$ cat src/rtl/acs_pkg.sv
// Constants shared by the converter sequencer, its serial shifter and its result FIFO.
// Assumes a 125 MHz system clock; master clock and serial clock arrive as pins.
package acs_pkg;

  // ---------------------------------------------------------------
  // Sequencing counts, in master clock cycles
  // ---------------------------------------------------------------
  localparam int unsigned WAKE_CYC = 1800;
  localparam int unsigned CAL_CYC = 3246;
  localparam int unsigned CONVERT_REQUEST_FIRST_CYC = 1624;
  localparam int unsigned CONVERT_REQUEST_CONT_CYC = 1622;
  localparam int unsigned CAL_OFFSET_CYC = CAL_CYC / 2;

  // ---------------------------------------------------------------
  // Power-on delay, in system clock cycles
  // ---------------------------------------------------------------
  localparam int unsigned SYS_CLK_MHZ = 125;
  localparam int unsigned POR_TIME_MS = 10;
  localparam int unsigned POR_CYC = POR_TIME_MS * 1000 * SYS_CLK_MHZ;

  // ---------------------------------------------------------------
  // Result word
  // ---------------------------------------------------------------
  localparam int unsigned WORD_W = 16;
  localparam logic [15:0] BIPOLAR_OFS = 16'h8000;
  localparam int unsigned FIFO_DEPTH = 16;

  // Count width for the longest sequencing interval
  localparam int unsigned MCNT_W = 12;

  typedef enum logic [2:0] {
    ACS_POR, ACS_WAKE, ACS_STBY, ACS_CAL_OFS, ACS_CAL_GAIN, ACS_CONVERT_REQUEST
  } acs_state_e;

endpackage

$ cat src/rtl/acs_fifo.sv
// Result FIFO between the conversion engine and the serial shifter.
// Assumes both sides run on the system clock.
`timescale 1ns/1ps
module acs_fifo #(
  parameter int unsigned WIDTH = 16,
  parameter int unsigned DEPTH = 16
) (
  input wire logic i_sys_clk,
  input wire logic i_rst,
  input wire logic i_in_valid,
  input wire logic [WIDTH-1:0] i_in_data,
  output logic o_in_ready,
  output logic o_out_valid,
  output logic [WIDTH-1:0] o_out_data,
  input wire logic i_out_ready
);
  localparam int unsigned AW = $clog2(DEPTH);

  logic [WIDTH-1:0] mem [DEPTH];
  logic [AW:0] wr_r;
  logic [AW:0] rd_r;
  logic push;
  logic pop;

  assign o_in_ready = (wr_r - rd_r) != (AW+1)'(DEPTH);
  assign o_out_valid = wr_r != rd_r;
  assign o_out_data = mem[rd_r[AW-1:0]];
  assign push = i_in_valid && o_in_ready;
  assign pop = o_out_valid && i_out_ready;

  always_ff @(posedge i_sys_clk) begin
    if (push) begin
      mem[wr_r[AW-1:0]] <= i_in_data;
    end
  end

  always_ff @(posedge i_sys_clk or posedge i_rst) begin
    if (i_rst) begin
      wr_r <= '0;
      rd_r <= '0;
    end else begin
      if (push) begin
        wr_r <= wr_r + 1'b1;
      end
      if (pop) begin
        rd_r <= rd_r + 1'b1;
      end
    end
  end
endmodule

$ cat src/rtl/acs_shifter.sv
// Serial shifter: loads one word when chip select is taken, shifts on serial clock falls.
// Assumes chip select and serial clock are already synchronised to the system clock.
`timescale 1ns/1ps
module acs_shifter #(
  parameter int unsigned WIDTH = 16
) (
  input wire logic i_sys_clk,
  input wire logic i_rst,
  input wire logic i_cs_act,
  input wire logic i_sclk_rise,
  input wire logic i_sclk_fall,
  input wire logic i_word_valid,
  input wire logic [WIDTH-1:0] i_word,
  output logic o_word_take,
  output logic o_sdo,
  output logic o_sdo_oe,
  output logic o_busy
);
  localparam int unsigned BW = $clog2(WIDTH + 1);

  typedef struct packed {
    logic [WIDTH-1:0] sh;
    logic [BW-1:0] left;
    logic armed;
    logic busy;
    logic oe;
  } acs_sh_s;

  acs_sh_s q_r, q_nxt;

  always_comb begin
    q_nxt = q_r;
    o_word_take = 1'b0;
    if (!q_r.busy) begin
      if (i_cs_act && i_word_valid) begin
        q_nxt.sh = i_word;
        q_nxt.left = BW'(WIDTH);
        q_nxt.busy = 1'b1;
        q_nxt.armed = 1'b0;
        q_nxt.oe = 1'b1;
        o_word_take = 1'b1;
      end
    end else begin
      if (i_sclk_rise) begin
        q_nxt.armed = 1'b1;
      end
      if (i_sclk_fall && q_r.armed) begin
        q_nxt.sh = {q_r.sh[WIDTH-2:0], 1'b0};
        q_nxt.left = q_r.left - 1'b1;
        if (q_r.left == BW'(1) || !i_cs_act) begin
          q_nxt.busy = 1'b0;
          q_nxt.oe = 1'b0;
        end
      end
    end
  end

  always_ff @(posedge i_sys_clk or posedge i_rst) begin
    if (i_rst) begin
      q_r <= '0;
    end else begin
      q_r <= q_nxt;
    end
  end

  assign o_sdo = q_r.sh[WIDTH-1];
  assign o_sdo_oe = q_r.oe;
  assign o_busy = q_r.busy;
endmodule

$ cat src/rtl/acs_sequencer.sv
// Converter control sequencer: power-on delay, wake-up, standby, two-phase
// calibration, conversion timing and serial read-out of the result word.
// Assumes master clock, command pins, chip select and serial clock are
// asynchronous pins; the filtered sample arrives as a plain word input.
`timescale 1ns/1ps

// How it works
// - After reset, all logic is held idle for about 10 ms.
// - Wake-up then lasts 1800 master clock cycles before any state.
// - Commands seen at power-on or during wake-up run after wake-up.
// - No pending command at end of wake-up gives standby.
// - Calibrate and convert both high enter calibration; from standby at once.
// - Calibration runs an offset phase first, then a gain phase.
// - Calibration takes 3246 master cycles; coefficients are kept for conversions.
// - Bipolar results add 8000H to the calibrated word; same coefficients.
// - Polarity select is ignored during calibration.
// - At calibration end, convert high starts conversion, low gives standby.
// - Dropping calibrate request does not disturb a running calibration.
// - Convert low-high with calibrate high restarts calibration.
// - Convert low-high with calibrate low during calibration is ignored.
// - A convert command starts a filter cycle; output updates after it.
// - Serial data advances on each falling serial clock edge.
// - Falling edges count only after a rising edge arms the shifter.
// - Chip select released early: finish current bit, then float output.
// - Chip select is not taken while result-ready is high in the last cycles.
// - A conversion from standby takes 1624 master cycles to result-ready.
// - Back-to-back conversions take 1622 master cycles each.
// - A convert rising edge mid-conversion restarts the conversion.
module acs_sequencer #(
  parameter int unsigned POR_CYCLES = acs_pkg::POR_CYC,
  parameter int unsigned WAKE_CYCLES = acs_pkg::WAKE_CYC
) (
  input wire logic i_sys_clk,
  input wire logic i_rst,
  input wire logic i_master_clock_in,
  input wire logic i_cal_request,
  input wire logic i_convert_request,
  input wire logic i_polarity_select,
  input wire logic i_cs_n,
  input wire logic i_sclk,
  input wire logic [15:0] i_filter_word,
  input wire logic [15:0] i_cal_zero,
  output logic o_result_ready_n,
  output logic o_shift_data_out,
  output logic o_shift_data_oe,
  output logic o_calibrating,
  output logic o_cal_valid,
  output logic o_fifo_full
);

  // ---------------------------------------------------------------
  // Pin synchronisers
  // ---------------------------------------------------------------
  logic [5:0] s1_r;
  logic [5:0] s2_r;
  logic [5:0] s3_r;
  always_ff @(posedge i_sys_clk or posedge i_rst) begin
    if (i_rst) begin
      s1_r <= 6'h00;
      s2_r <= 6'h00;
      s3_r <= 6'h00;
    end else begin
      s1_r <= {i_master_clock_in, i_cal_request, i_convert_request,
               i_polarity_select, ~i_cs_n, i_sclk};
      s2_r <= s1_r;
      s3_r <= s2_r;
    end
  end

  logic mclk_tick;
  logic cal_q;
  logic convert_request_q;
  logic convert_request_rise;
  logic pol_q;
  logic cs_q;
  logic sclk_rise;
  logic sclk_fall;
  assign mclk_tick = s2_r[5] && !s3_r[5];
  assign cal_q = s2_r[4];
  assign convert_request_q = s2_r[3];
  assign convert_request_rise = s2_r[3] && !s3_r[3];
  assign pol_q = s2_r[2];
  assign cs_q = s2_r[1];
  assign sclk_rise = s2_r[0] && !s3_r[0];
  assign sclk_fall = !s2_r[0] && s3_r[0];

  // ---------------------------------------------------------------
  // Sequencer state
  // ---------------------------------------------------------------
  typedef struct packed {
    acs_pkg::acs_state_e st;
    logic [26:0] por;
    logic [acs_pkg::MCNT_W-1:0] cnt;
    logic first;
    logic cal_pend;
    logic convert_request_pend;
    logic [15:0] zero;
    logic cal_ok;
    logic [15:0] res;
    logic res_vld;
    logic rdy_n;
    logic [1:0] late;
  } acs_seq_s;

  acs_seq_s q_r, q_nxt;
  logic fifo_in_ready;
  logic fifo_out_valid;
  logic [15:0] fifo_out_data;
  logic word_take;
  logic sh_busy;
  logic sh_sdo;
  logic sh_oe;
  logic cs_ok;

  function automatic logic [15:0] acs_code(input logic [15:0] raw, input logic [15:0] zero,
                                           input logic bip);
    logic [15:0] c;
    c = raw - zero;
    acs_code = bip ? (c ^ acs_pkg::BIPOLAR_OFS) : c;
  endfunction

  always_comb begin
    q_nxt = q_r;
    q_nxt.res_vld = 1'b0;
    if (fifo_in_ready) begin
      q_nxt.rdy_n = 1'b1;
    end
    unique case (q_r.st)
      acs_pkg::ACS_POR: begin
        q_nxt.por = q_r.por + 27'(1);
        if (q_r.por == 27'(POR_CYCLES - 1)) begin
          q_nxt.st = acs_pkg::ACS_WAKE;
          q_nxt.cnt = '0;
        end
      end
      acs_pkg::ACS_WAKE: begin
        if (cal_q && convert_request_q) begin
          q_nxt.cal_pend = 1'b1;
        end
        if (convert_request_q) begin
          q_nxt.convert_request_pend = 1'b1;
        end
        if (mclk_tick) begin
          q_nxt.cnt = q_r.cnt + 1'b1;
          if (q_r.cnt == acs_pkg::MCNT_W'(WAKE_CYCLES - 1)) begin
            q_nxt.cnt = '0;
            q_nxt.first = 1'b1;
            if (q_r.cal_pend || (cal_q && convert_request_q)) begin
              q_nxt.st = acs_pkg::ACS_CAL_OFS;
            end else if (q_r.convert_request_pend || convert_request_q) begin
              q_nxt.st = acs_pkg::ACS_CONVERT_REQUEST;
            end else begin
              q_nxt.st = acs_pkg::ACS_STBY;
            end
          end
        end
      end
      acs_pkg::ACS_STBY: begin
        q_nxt.cnt = '0;
        q_nxt.first = 1'b1;
        if (cal_q && convert_request_q) begin
          q_nxt.st = acs_pkg::ACS_CAL_OFS;
        end else if (convert_request_rise) begin
          q_nxt.st = acs_pkg::ACS_CONVERT_REQUEST;
        end
      end
      acs_pkg::ACS_CAL_OFS, acs_pkg::ACS_CAL_GAIN: begin
        // Polarity is not consulted anywhere in these states
        if (mclk_tick) begin
          q_nxt.cnt = q_r.cnt + 1'b1;
          if (q_r.cnt == acs_pkg::MCNT_W'(acs_pkg::CAL_OFFSET_CYC - 1)) begin
            q_nxt.st = acs_pkg::ACS_CAL_GAIN;
            q_nxt.zero = i_cal_zero;
          end
          if (q_r.cnt == acs_pkg::MCNT_W'(acs_pkg::CAL_CYC - 1)) begin
            q_nxt.cal_ok = 1'b1;
            q_nxt.cnt = '0;
            q_nxt.first = 1'b1;
            q_nxt.st = convert_request_q ? acs_pkg::ACS_CONVERT_REQUEST : acs_pkg::ACS_STBY;
          end
        end
        if (convert_request_rise && cal_q) begin
          q_nxt.st = acs_pkg::ACS_CAL_OFS;
          q_nxt.cnt = '0;
        end
      end
      acs_pkg::ACS_CONVERT_REQUEST: begin
        if (convert_request_rise) begin
          q_nxt.cnt = '0;
          q_nxt.first = 1'b1;
        end else if (mclk_tick) begin
          q_nxt.cnt = q_r.cnt + 1'b1;
          if (q_r.cnt == (q_r.first ? acs_pkg::MCNT_W'(acs_pkg::CONVERT_REQUEST_FIRST_CYC - 1)
                                    : acs_pkg::MCNT_W'(acs_pkg::CONVERT_REQUEST_CONT_CYC - 1))) begin
            q_nxt.cnt = '0;
            q_nxt.first = 1'b0;
            q_nxt.res = acs_code(i_filter_word, q_r.zero, pol_q);
            q_nxt.res_vld = 1'b1;
            q_nxt.rdy_n = 1'b0;
            q_nxt.late = 2'h0;
            if (!convert_request_q) begin
              q_nxt.st = acs_pkg::ACS_STBY;
            end
          end
        end
        if (cal_q && convert_request_q) begin
          q_nxt.st = acs_pkg::ACS_CAL_OFS;
          q_nxt.cnt = '0;
        end
      end
      default: begin
        q_nxt.st = acs_pkg::ACS_STBY;
      end
    endcase
    // Result-ready high for two master cycles blocks new chip select;
    // a word waiting in the FIFO keeps result-ready low and chip select open
    if (!q_r.rdy_n || fifo_out_valid) begin
      q_nxt.late = 2'h0;
    end else if (mclk_tick && q_r.late != 2'h2) begin
      q_nxt.late = q_r.late + 2'h1;
    end
  end

  assign cs_ok = cs_q && (sh_busy || q_r.late != 2'h2 || !q_r.rdy_n);

  always_ff @(posedge i_sys_clk or posedge i_rst) begin
    if (i_rst) begin
      q_r <= '0;
      q_r.st <= acs_pkg::ACS_POR;
      q_r.rdy_n <= 1'b1;
    end else begin
      q_r <= q_nxt;
    end
  end

  // ---------------------------------------------------------------
  // Result path
  // ---------------------------------------------------------------
  acs_fifo #(.WIDTH(acs_pkg::WORD_W), .DEPTH(acs_pkg::FIFO_DEPTH)) u_fifo (
    .i_sys_clk(i_sys_clk),
    .i_rst(i_rst),
    .i_in_valid(q_r.res_vld),
    .i_in_data(q_r.res),
    .o_in_ready(fifo_in_ready),
    .o_out_valid(fifo_out_valid),
    .o_out_data(fifo_out_data),
    .i_out_ready(word_take)
  );

  acs_shifter #(.WIDTH(acs_pkg::WORD_W)) u_shift (
    .i_sys_clk(i_sys_clk),
    .i_rst(i_rst),
    .i_cs_act(cs_ok),
    .i_sclk_rise(sclk_rise),
    .i_sclk_fall(sclk_fall),
    .i_word_valid(fifo_out_valid),
    .i_word(fifo_out_data),
    .o_word_take(word_take),
    .o_sdo(sh_sdo),
    .o_sdo_oe(sh_oe),
    .o_busy(sh_busy)
  );

  // ---------------------------------------------------------------
  // Registered outputs
  // ---------------------------------------------------------------
  always_ff @(posedge i_sys_clk or posedge i_rst) begin
    if (i_rst) begin
      o_result_ready_n <= 1'b1;
      o_shift_data_out <= 1'b0;
      o_shift_data_oe <= 1'b0;
      o_calibrating <= 1'b0;
      o_cal_valid <= 1'b0;
      o_fifo_full <= 1'b0;
    end else begin
      o_result_ready_n <= q_r.rdy_n && !fifo_out_valid;
      o_shift_data_out <= sh_sdo;
      o_shift_data_oe <= sh_oe;
      o_calibrating <= (q_r.st == acs_pkg::ACS_CAL_OFS) || (q_r.st == acs_pkg::ACS_CAL_GAIN);
      o_cal_valid <= q_r.cal_ok;
      o_fifo_full <= !fifo_in_ready;
    end
  end
endmodule

$ cat config.mk
export PLATFORM = sky130hd
export DESIGN_NAME = acs_sequencer
export DESIGN_NICKNAME = d
export VERILOG_FILES = /design/src/rtl/acs_pkg.sv /design/src/rtl/acs_fifo.sv /design/src/rtl/acs_shifter.sv /design/src/rtl/acs_sequencer.sv
export SDC_FILE = /design/constraint.sdc
export NUM_CORES = 1
export LEC_CHECK = 0
export BUFFER_PORTS_ARGS = -buffer_cell sky130_fd_sc_hd__buf_4
export CAP_MARGIN = 20
export CORE_MARGIN = 2
export CORE_UTILIZATION = 35
export CTS_CLUSTER_SIZE = 24
export DETAILED_ROUTE_END_ITERATION = 6
export PLACE_DENSITY_LB_ADDON = 0.25
export SLEW_MARGIN = 0
export SYNTH_ARGS = -nofsm -noshare
export SYNTH_HDL_FRONTEND = slang
export SYNTH_HIERARCHICAL = 1
export SYNTH_SLANG_ARGS = --single-unit
$ cat constraint.sdc
create_clock -name i_sys_clk -period 5.2 [get_ports i_sys_clk]
set_clock_uncertainty 0.1 [all_clocks]
set_input_delay 0.78 -clock i_sys_clk [delete_from_list [all_inputs] [get_ports i_sys_clk]]
set_output_delay 0.78 -clock i_sys_clk [all_outputs]
set_load 0.1 [all_outputs]
# Word level (Yosys, flattened, before mapping)

Memory sizes are Yosys's and may differ from the RTL's.
Cells that the tools add are included.

Multipliers: 0
Reduce and logical (&&, ||, !) cells: 48
Add/sub/neg operators: 8
Bitwise logic cells: 3
Order comparisons: 0
Muxes and demuxes: 49
Shifts and indexed selects: 0
Div/mod/pow operators: 0
Equality and inequality tests: 33

Operators with widths:

| cell                                            | count |
|---|---|
| 2-to-1 mux 13 bit                               | 7 |
| case mux 12 bit (5 select lines)                | 1 |
| 2-to-1 mux 3 bit                                | 17 |
| 2-to-1 mux 24 bit                               | 2 |
| 2-to-1 mux 12 bit                               | 3 |
| adder 27 x 1 -> 27 bit, second input constant   | 1 |
| == test 27 x 21 -> 1 bit, second input constant | 1 |
| == test 12 x 11 -> 1 bit, second input constant | 2 |
| inequality test 3 bit, second input constant    | 8 |
| 2-to-1 mux 21 bit                               | 1 |
| inequality test 2 bit, second input constant    | 9 |
| 2-to-1 mux 16 bit                               | 1 |
| 2-to-1 mux 4 bit                                | 4 |
| subtractor 16 bit                               | 1 |
| case mux 3 bit (5 select lines)                 | 1 |
| logical AND 1 bit                               | 13 |
| adder 12 x 1 -> 12 bit, second input constant   | 1 |
| == test 12 x 11 -> 1 bit                        | 1 |
| == test 12 bit, second input constant           | 1 |
| adder 5 x 1 -> 5 bit, second input constant     | 2 |
| 2-to-1 mux 2 bit                                | 5 |
| AND reduction 10 bit                            | 1 |
| AND reduction 3 bit                             | 3 |
| nonzero test 3 bit                              | 3 |
| other kinds (25)                                | 52 |

Latch bits: 0
Bits in writable memories: 256
Word-level logic and storage cells: 170
Bits of input ports: 40
Flip-flop bits (word level): 140
Memories kept: 1
ROM bits: 0

Memory list:

| name       | depth | bits a word | rd ports | clocked after Yosys merged registers in | wr ports | RTL line       | text |
|---|---|---|---|---|---|---|---|
| u_fifo.mem | 16    | 16          | 1        | 0                                       | 1        | acs_fifo.sv:19 | `logic [WIDTH-1:0] mem [DEPTH];` |

# Longest topological paths before layout

Depth after elaboration: 9
Mapped depth: 14

# Cells and area by module

Netlist, hierarchy kept.

By module, submodules not included:

| module        | area an instance (um^2) | instances | sequential area each (um^2) | cells an instance |
|---|---|---|---|---|
| acs_fifo      | 10625.2                 | 1         | 7937.6                      | 548 |
| acs_sequencer | 5342.6                  | 1         | 2580.0                      | 547 |
| acs_shifter   | 1101.1                  | 1         | 600.6                       | 106 |

# Worst setup path before layout

No wires, ideal clock.

Path kind: register -> register
From: register u_fifo.rd_r[2]
To: memory u_fifo.mem[0][0] (enable)
Library setup time: 0.430 ns
Arrival time: 3.783 ns
Path buffers: 3
Setup slack: 0.887 ns
Required time: 4.670 ns
Clock period less this slack: 4.313 ns
Stages on the path, launching flop included: 11
Cells stage by stage: dfrtp_1 -> buf_2 -> buf_2 -> clkinv_1 -> clkbuf_1 -> ha_1 -> a21oi_1 -> a21bo_2 -> xor2_4 -> a21oi_2 -> nor4_1

Cells in the longest elaborated chain, start to end: 5

RTL lines:

| element                                | RTL line       | text |
|---|---|---|
| from (decl)                            | acs_fifo.sv:21 | `logic [AW:0] rd_r;` |
| from (signal assigned)                 | acs_fifo.sv:46 | `rd_r <= rd_r + 1'b1;` |
| subtractor 5 bit                       | acs_fifo.sv:25 | `assign o_in_ready = (wr_r - rd_r) != (AW+1)'(DEPTH);` |
| inequality test 5 bit                  | acs_fifo.sv:25 |  |
| logical AND 1 bit                      | acs_fifo.sv:28 | `assign push = i_in_valid && o_in_ready;` |
| 2-to-1 mux 1 bit                       | acs_fifo.sv:32 | `if (push) begin` |
| 2-to-1 mux 1 bit (not written as such) | acs_fifo.sv:33 | `mem[wr_r[AW-1:0]] <= i_in_data;` |
| to (decl)                              | acs_fifo.sv:19 |  |

Every way passes these cells.

# Worst setup path after layout

From: register u_fifo.rd_r[3]
To: memory u_fifo.mem[9][13] (enable)

The elaborated chain is that of the path after synthesis.

==> reports/results.ini <==
[clock_network]
cts.path.max_buffers = 3
htree_num_levels = 2
cts_resized = 0
hold_buffers = 0
clk_latency_ps = 550
post-cts-setup-buffers = 0
cts-root-buf = clkbuf_16
cts_sinks = 393
clk_pin_slew_worst_paths_ps = 50
cts_tree = done
numCtsBuffers = 44

[worst_setup_path]
cp_num_buf_inv = 2
path_delay_family = compound AO/OA/AOI/OAI gates
critical_path.slowest_cell = dfrtp_1
crit_path_cell_trace = inv_1, ha_1, nand2_1, o21bai_1, a211o_1, a21oi_2, nor3_2, buf_4
path_max_fanout = 19
crit_required_ps = 5370
cp-startpoint = u_fifo/rd_r[3]$_DFFE_PP0P_
cp-end-kind = flip-flop
rr_startpoint = u_fifo/rd_r[3]$_DFFE_PP0P_
critical_path_class = flip-flop to flip-flop
max_stage_delay_ps = 750
worstPathArrival_ps = 3940
start_kind = flip-flop

[grt]
track_usage_pct = 15.67
overflow = 0
antenna_found_initial = 0
first_global_vias = 10370
grt_max_degree = 60
grt_first_pass_wirelength_mm = 60.76

[yosys]
synth_top_area_share_pct = 45.04
synth_ff_type = edfxtp_1
synth.ff_latch_count = 393
ys_types = 80
synthesis.nets = 1273
synthCells = 1201
yosys_warnings = 6
synth_edf_count = 256
syn_avg_cell_area_sq_um = 14.21
yosysSeqAreaShare_pct = 65.14
ys_top_cells_by_area = edfxtp_1, dfrtp_1, mux4_2, nand2_1, ha_1
synth_area_sq_mm = 0.01707
yosys.area.top_type = edfxtp_1
synthArstFlopShare_pct = 34.86

[timing]
relSlewSlack_pct = 40.89
hold_violations = 0
setup_viol = 0
worstMarginPinSlew_ps = 882.8
rsz0062_at_grt = no
clock.fmax_mhz = 265.4
hold_slack_ps = 81.25
fin_crit_ps = 3767
fin_ws_ps = 1433
slew_viol_final = 0
finalSetupTns_ps = 0
period_share_pct = 72.45

[die]
die_w_um = 224.8
fp.dieH_um = 224.8
core.rowCount = 80
initial_core_util_pct = 35.60
core_area_sq_mm = 0.04795
die-area_sq_mm = 0.05055
io_pins = 46

[pwr]
switching_share_pct = 20.33
p_int_mw = 5.056
clkPwrFrac_pct = 45.8
p_leak_nw = 7.755
ir_drop_v = 0.0002243
power.net_switching_mw = 1.290
finalPower_mw = 6.346
seqPwrFrac_pct = 52.5
power.density_mw_per_mm2 = 324.4
comb_power_share_pct = 1.8

[route]
drc = 0
viasPerCell = 5.254
wl_per_cell_um = 20.09
first_pass_iters = 5
wirelength_mm = 38.47
num_vias = 10060
ant_nets = 0
drtIter0Drc = 674

[min_path]
hold_class = input port to asynchronous set/reset pin

[final_layout]
fin_util_pct = 40.81
drive_gt1_share_pct = 18.78
fin_area_sq_mm = 0.01957
area_growth_pct = 14.63
fill_cells = 4390
fin_nets = 1337
post_layout_nonfiller_instances = 1915

[placed_design]
place_hpwl_mm = 24.89
dpl.cell_count = 1833
globalplace.congestion = 0.8368
pre_cts_slack_ps = 1451
dpl_cell_area_sq_mm = 0.01818
io_buffers = 45

[run]
drv_cap = 0

[outcome]
status = complete, no violations

## power by group through the flow
stage | sequential [mW] | clock, mW | combinational, mW
finish | 3.33 | 2.90 | 0.114
CTS | 3.33 | 2.99 | 0.115
detailed placement | 3.39 | 0 | 0.115
global placement | 3.39 | 0 | 0.114
floorplan | 3.39 | 0 | 0.0663
global route | 3.33 | 3.12 | 0.130
## final timing paths
path	to	slack (ps)	cells after the start
setup / recovery	u_fifo/mem[9][13]$_DFFE_PP_	1430	8
hold / removal	u_shift/o_busy$_DFF_PP0_	80	2
setup reg to reg	u_fifo/mem[9][13]$_DFFE_PP_	1430	8
hold reg to reg	s2_r[5]$_DFF_PP0_	250	0
max in group asynchronous	q_r[38]$_DFFE_PP0P_	3540	3
min in group i_sys_clk	s1_r[3]$_DFF_PP0_	250	1
## per-layer routing
metal  track usage [%]  up-vias  part of all wire, %
met5                 0        -                    0
met4             4.978        0                  2.4
met3             2.273       52                  4.3
met2             25.32      237                   48
met1             21.88     5102                   45
li1                  -     4671                    -
## sequential cells by signal, summed over array words and instances (netlist names)
register          cells
o_cal_valid           1
o_calibrating         1
o_fifo_full           1
o_result_ready_n      1
o_shift_data_oe       1
o_shift_data_out      1
q_r                  82
s1_r                  6
s2_r                  6
s3_r                  3
u_fifo/mem          256
u_fifo/rd_r           5
u_fifo/wr_r           5
u_shift/o_busy        1
u_shift/o_sdo         1
u_shift/o_sdo_oe      1
u_shift/q_r          21
## cell usage in the layout (no fill, tap or decap), drive strengths merged, types with 26 or more instances in the layout
cell / count
inv: 51
clkbuf: 58
dfrtp: 135
a21oi: 26
nand2: 155
nor2: 32
buf: 69
mux4: 64
and3: 33
nand3: 30
ha: 31
edfxtp: 256
xnor2: 29
o21ai: 70
## worst reg2reg max path: stages (launching register included)
cell	delay [ps]
dfrtp_1	750
inv_1	390
ha_1	520
nand2_1	100
o21bai_1	210
a211o_1	350
a21oi_2	720
nor3_2	110
buf_4	250
## kinds of logic (layout without fill, tap and decap cells)
logic type               Yosys count  after routing  synth area share (%)
flip-flops                       393            393                 65.14
AND/OR/NAND/NOR                  343            343                 10.08
AO/OA/AOI/OAI                    211            211                 8.327
buffers and inverters            103            201                 2.580
multiplexers                      74             74                 9.068
XOR/XNOR                          45             45                 2.419
adder cells (fa/ha/maj)           32             32                 2.390
other                              0              1                     0
## cell type report
cell class | instances | area (sq um) | share of cell area [%]
multi-input combinational | 705 | 5582 | 28.53
clock buffer | 58 | 1215 | 6.209
sequential | 393 | 11120 | 56.85
timing repair buffer | 69 | 538.0 | 2.750
tap | 615 | 769.5 | 3.933
inverter | 52 | 197.7 | 1.010
antenna | 1 | 2.502 | 0.01279
clock inverter | 22 | 137.6 | 0.7034
## synth_stat cells (all sizes together) (26+ instances only)
cell type and n:
dfrtp 135, and3 33, a21oi 26, nand3 30, inv 50, edfxtp 256, nor2 32, ha 31
nand2 155, clkbuf 31, mux4 64, o21ai 70, xnor2 29
(Power assumes the default switching activity.)
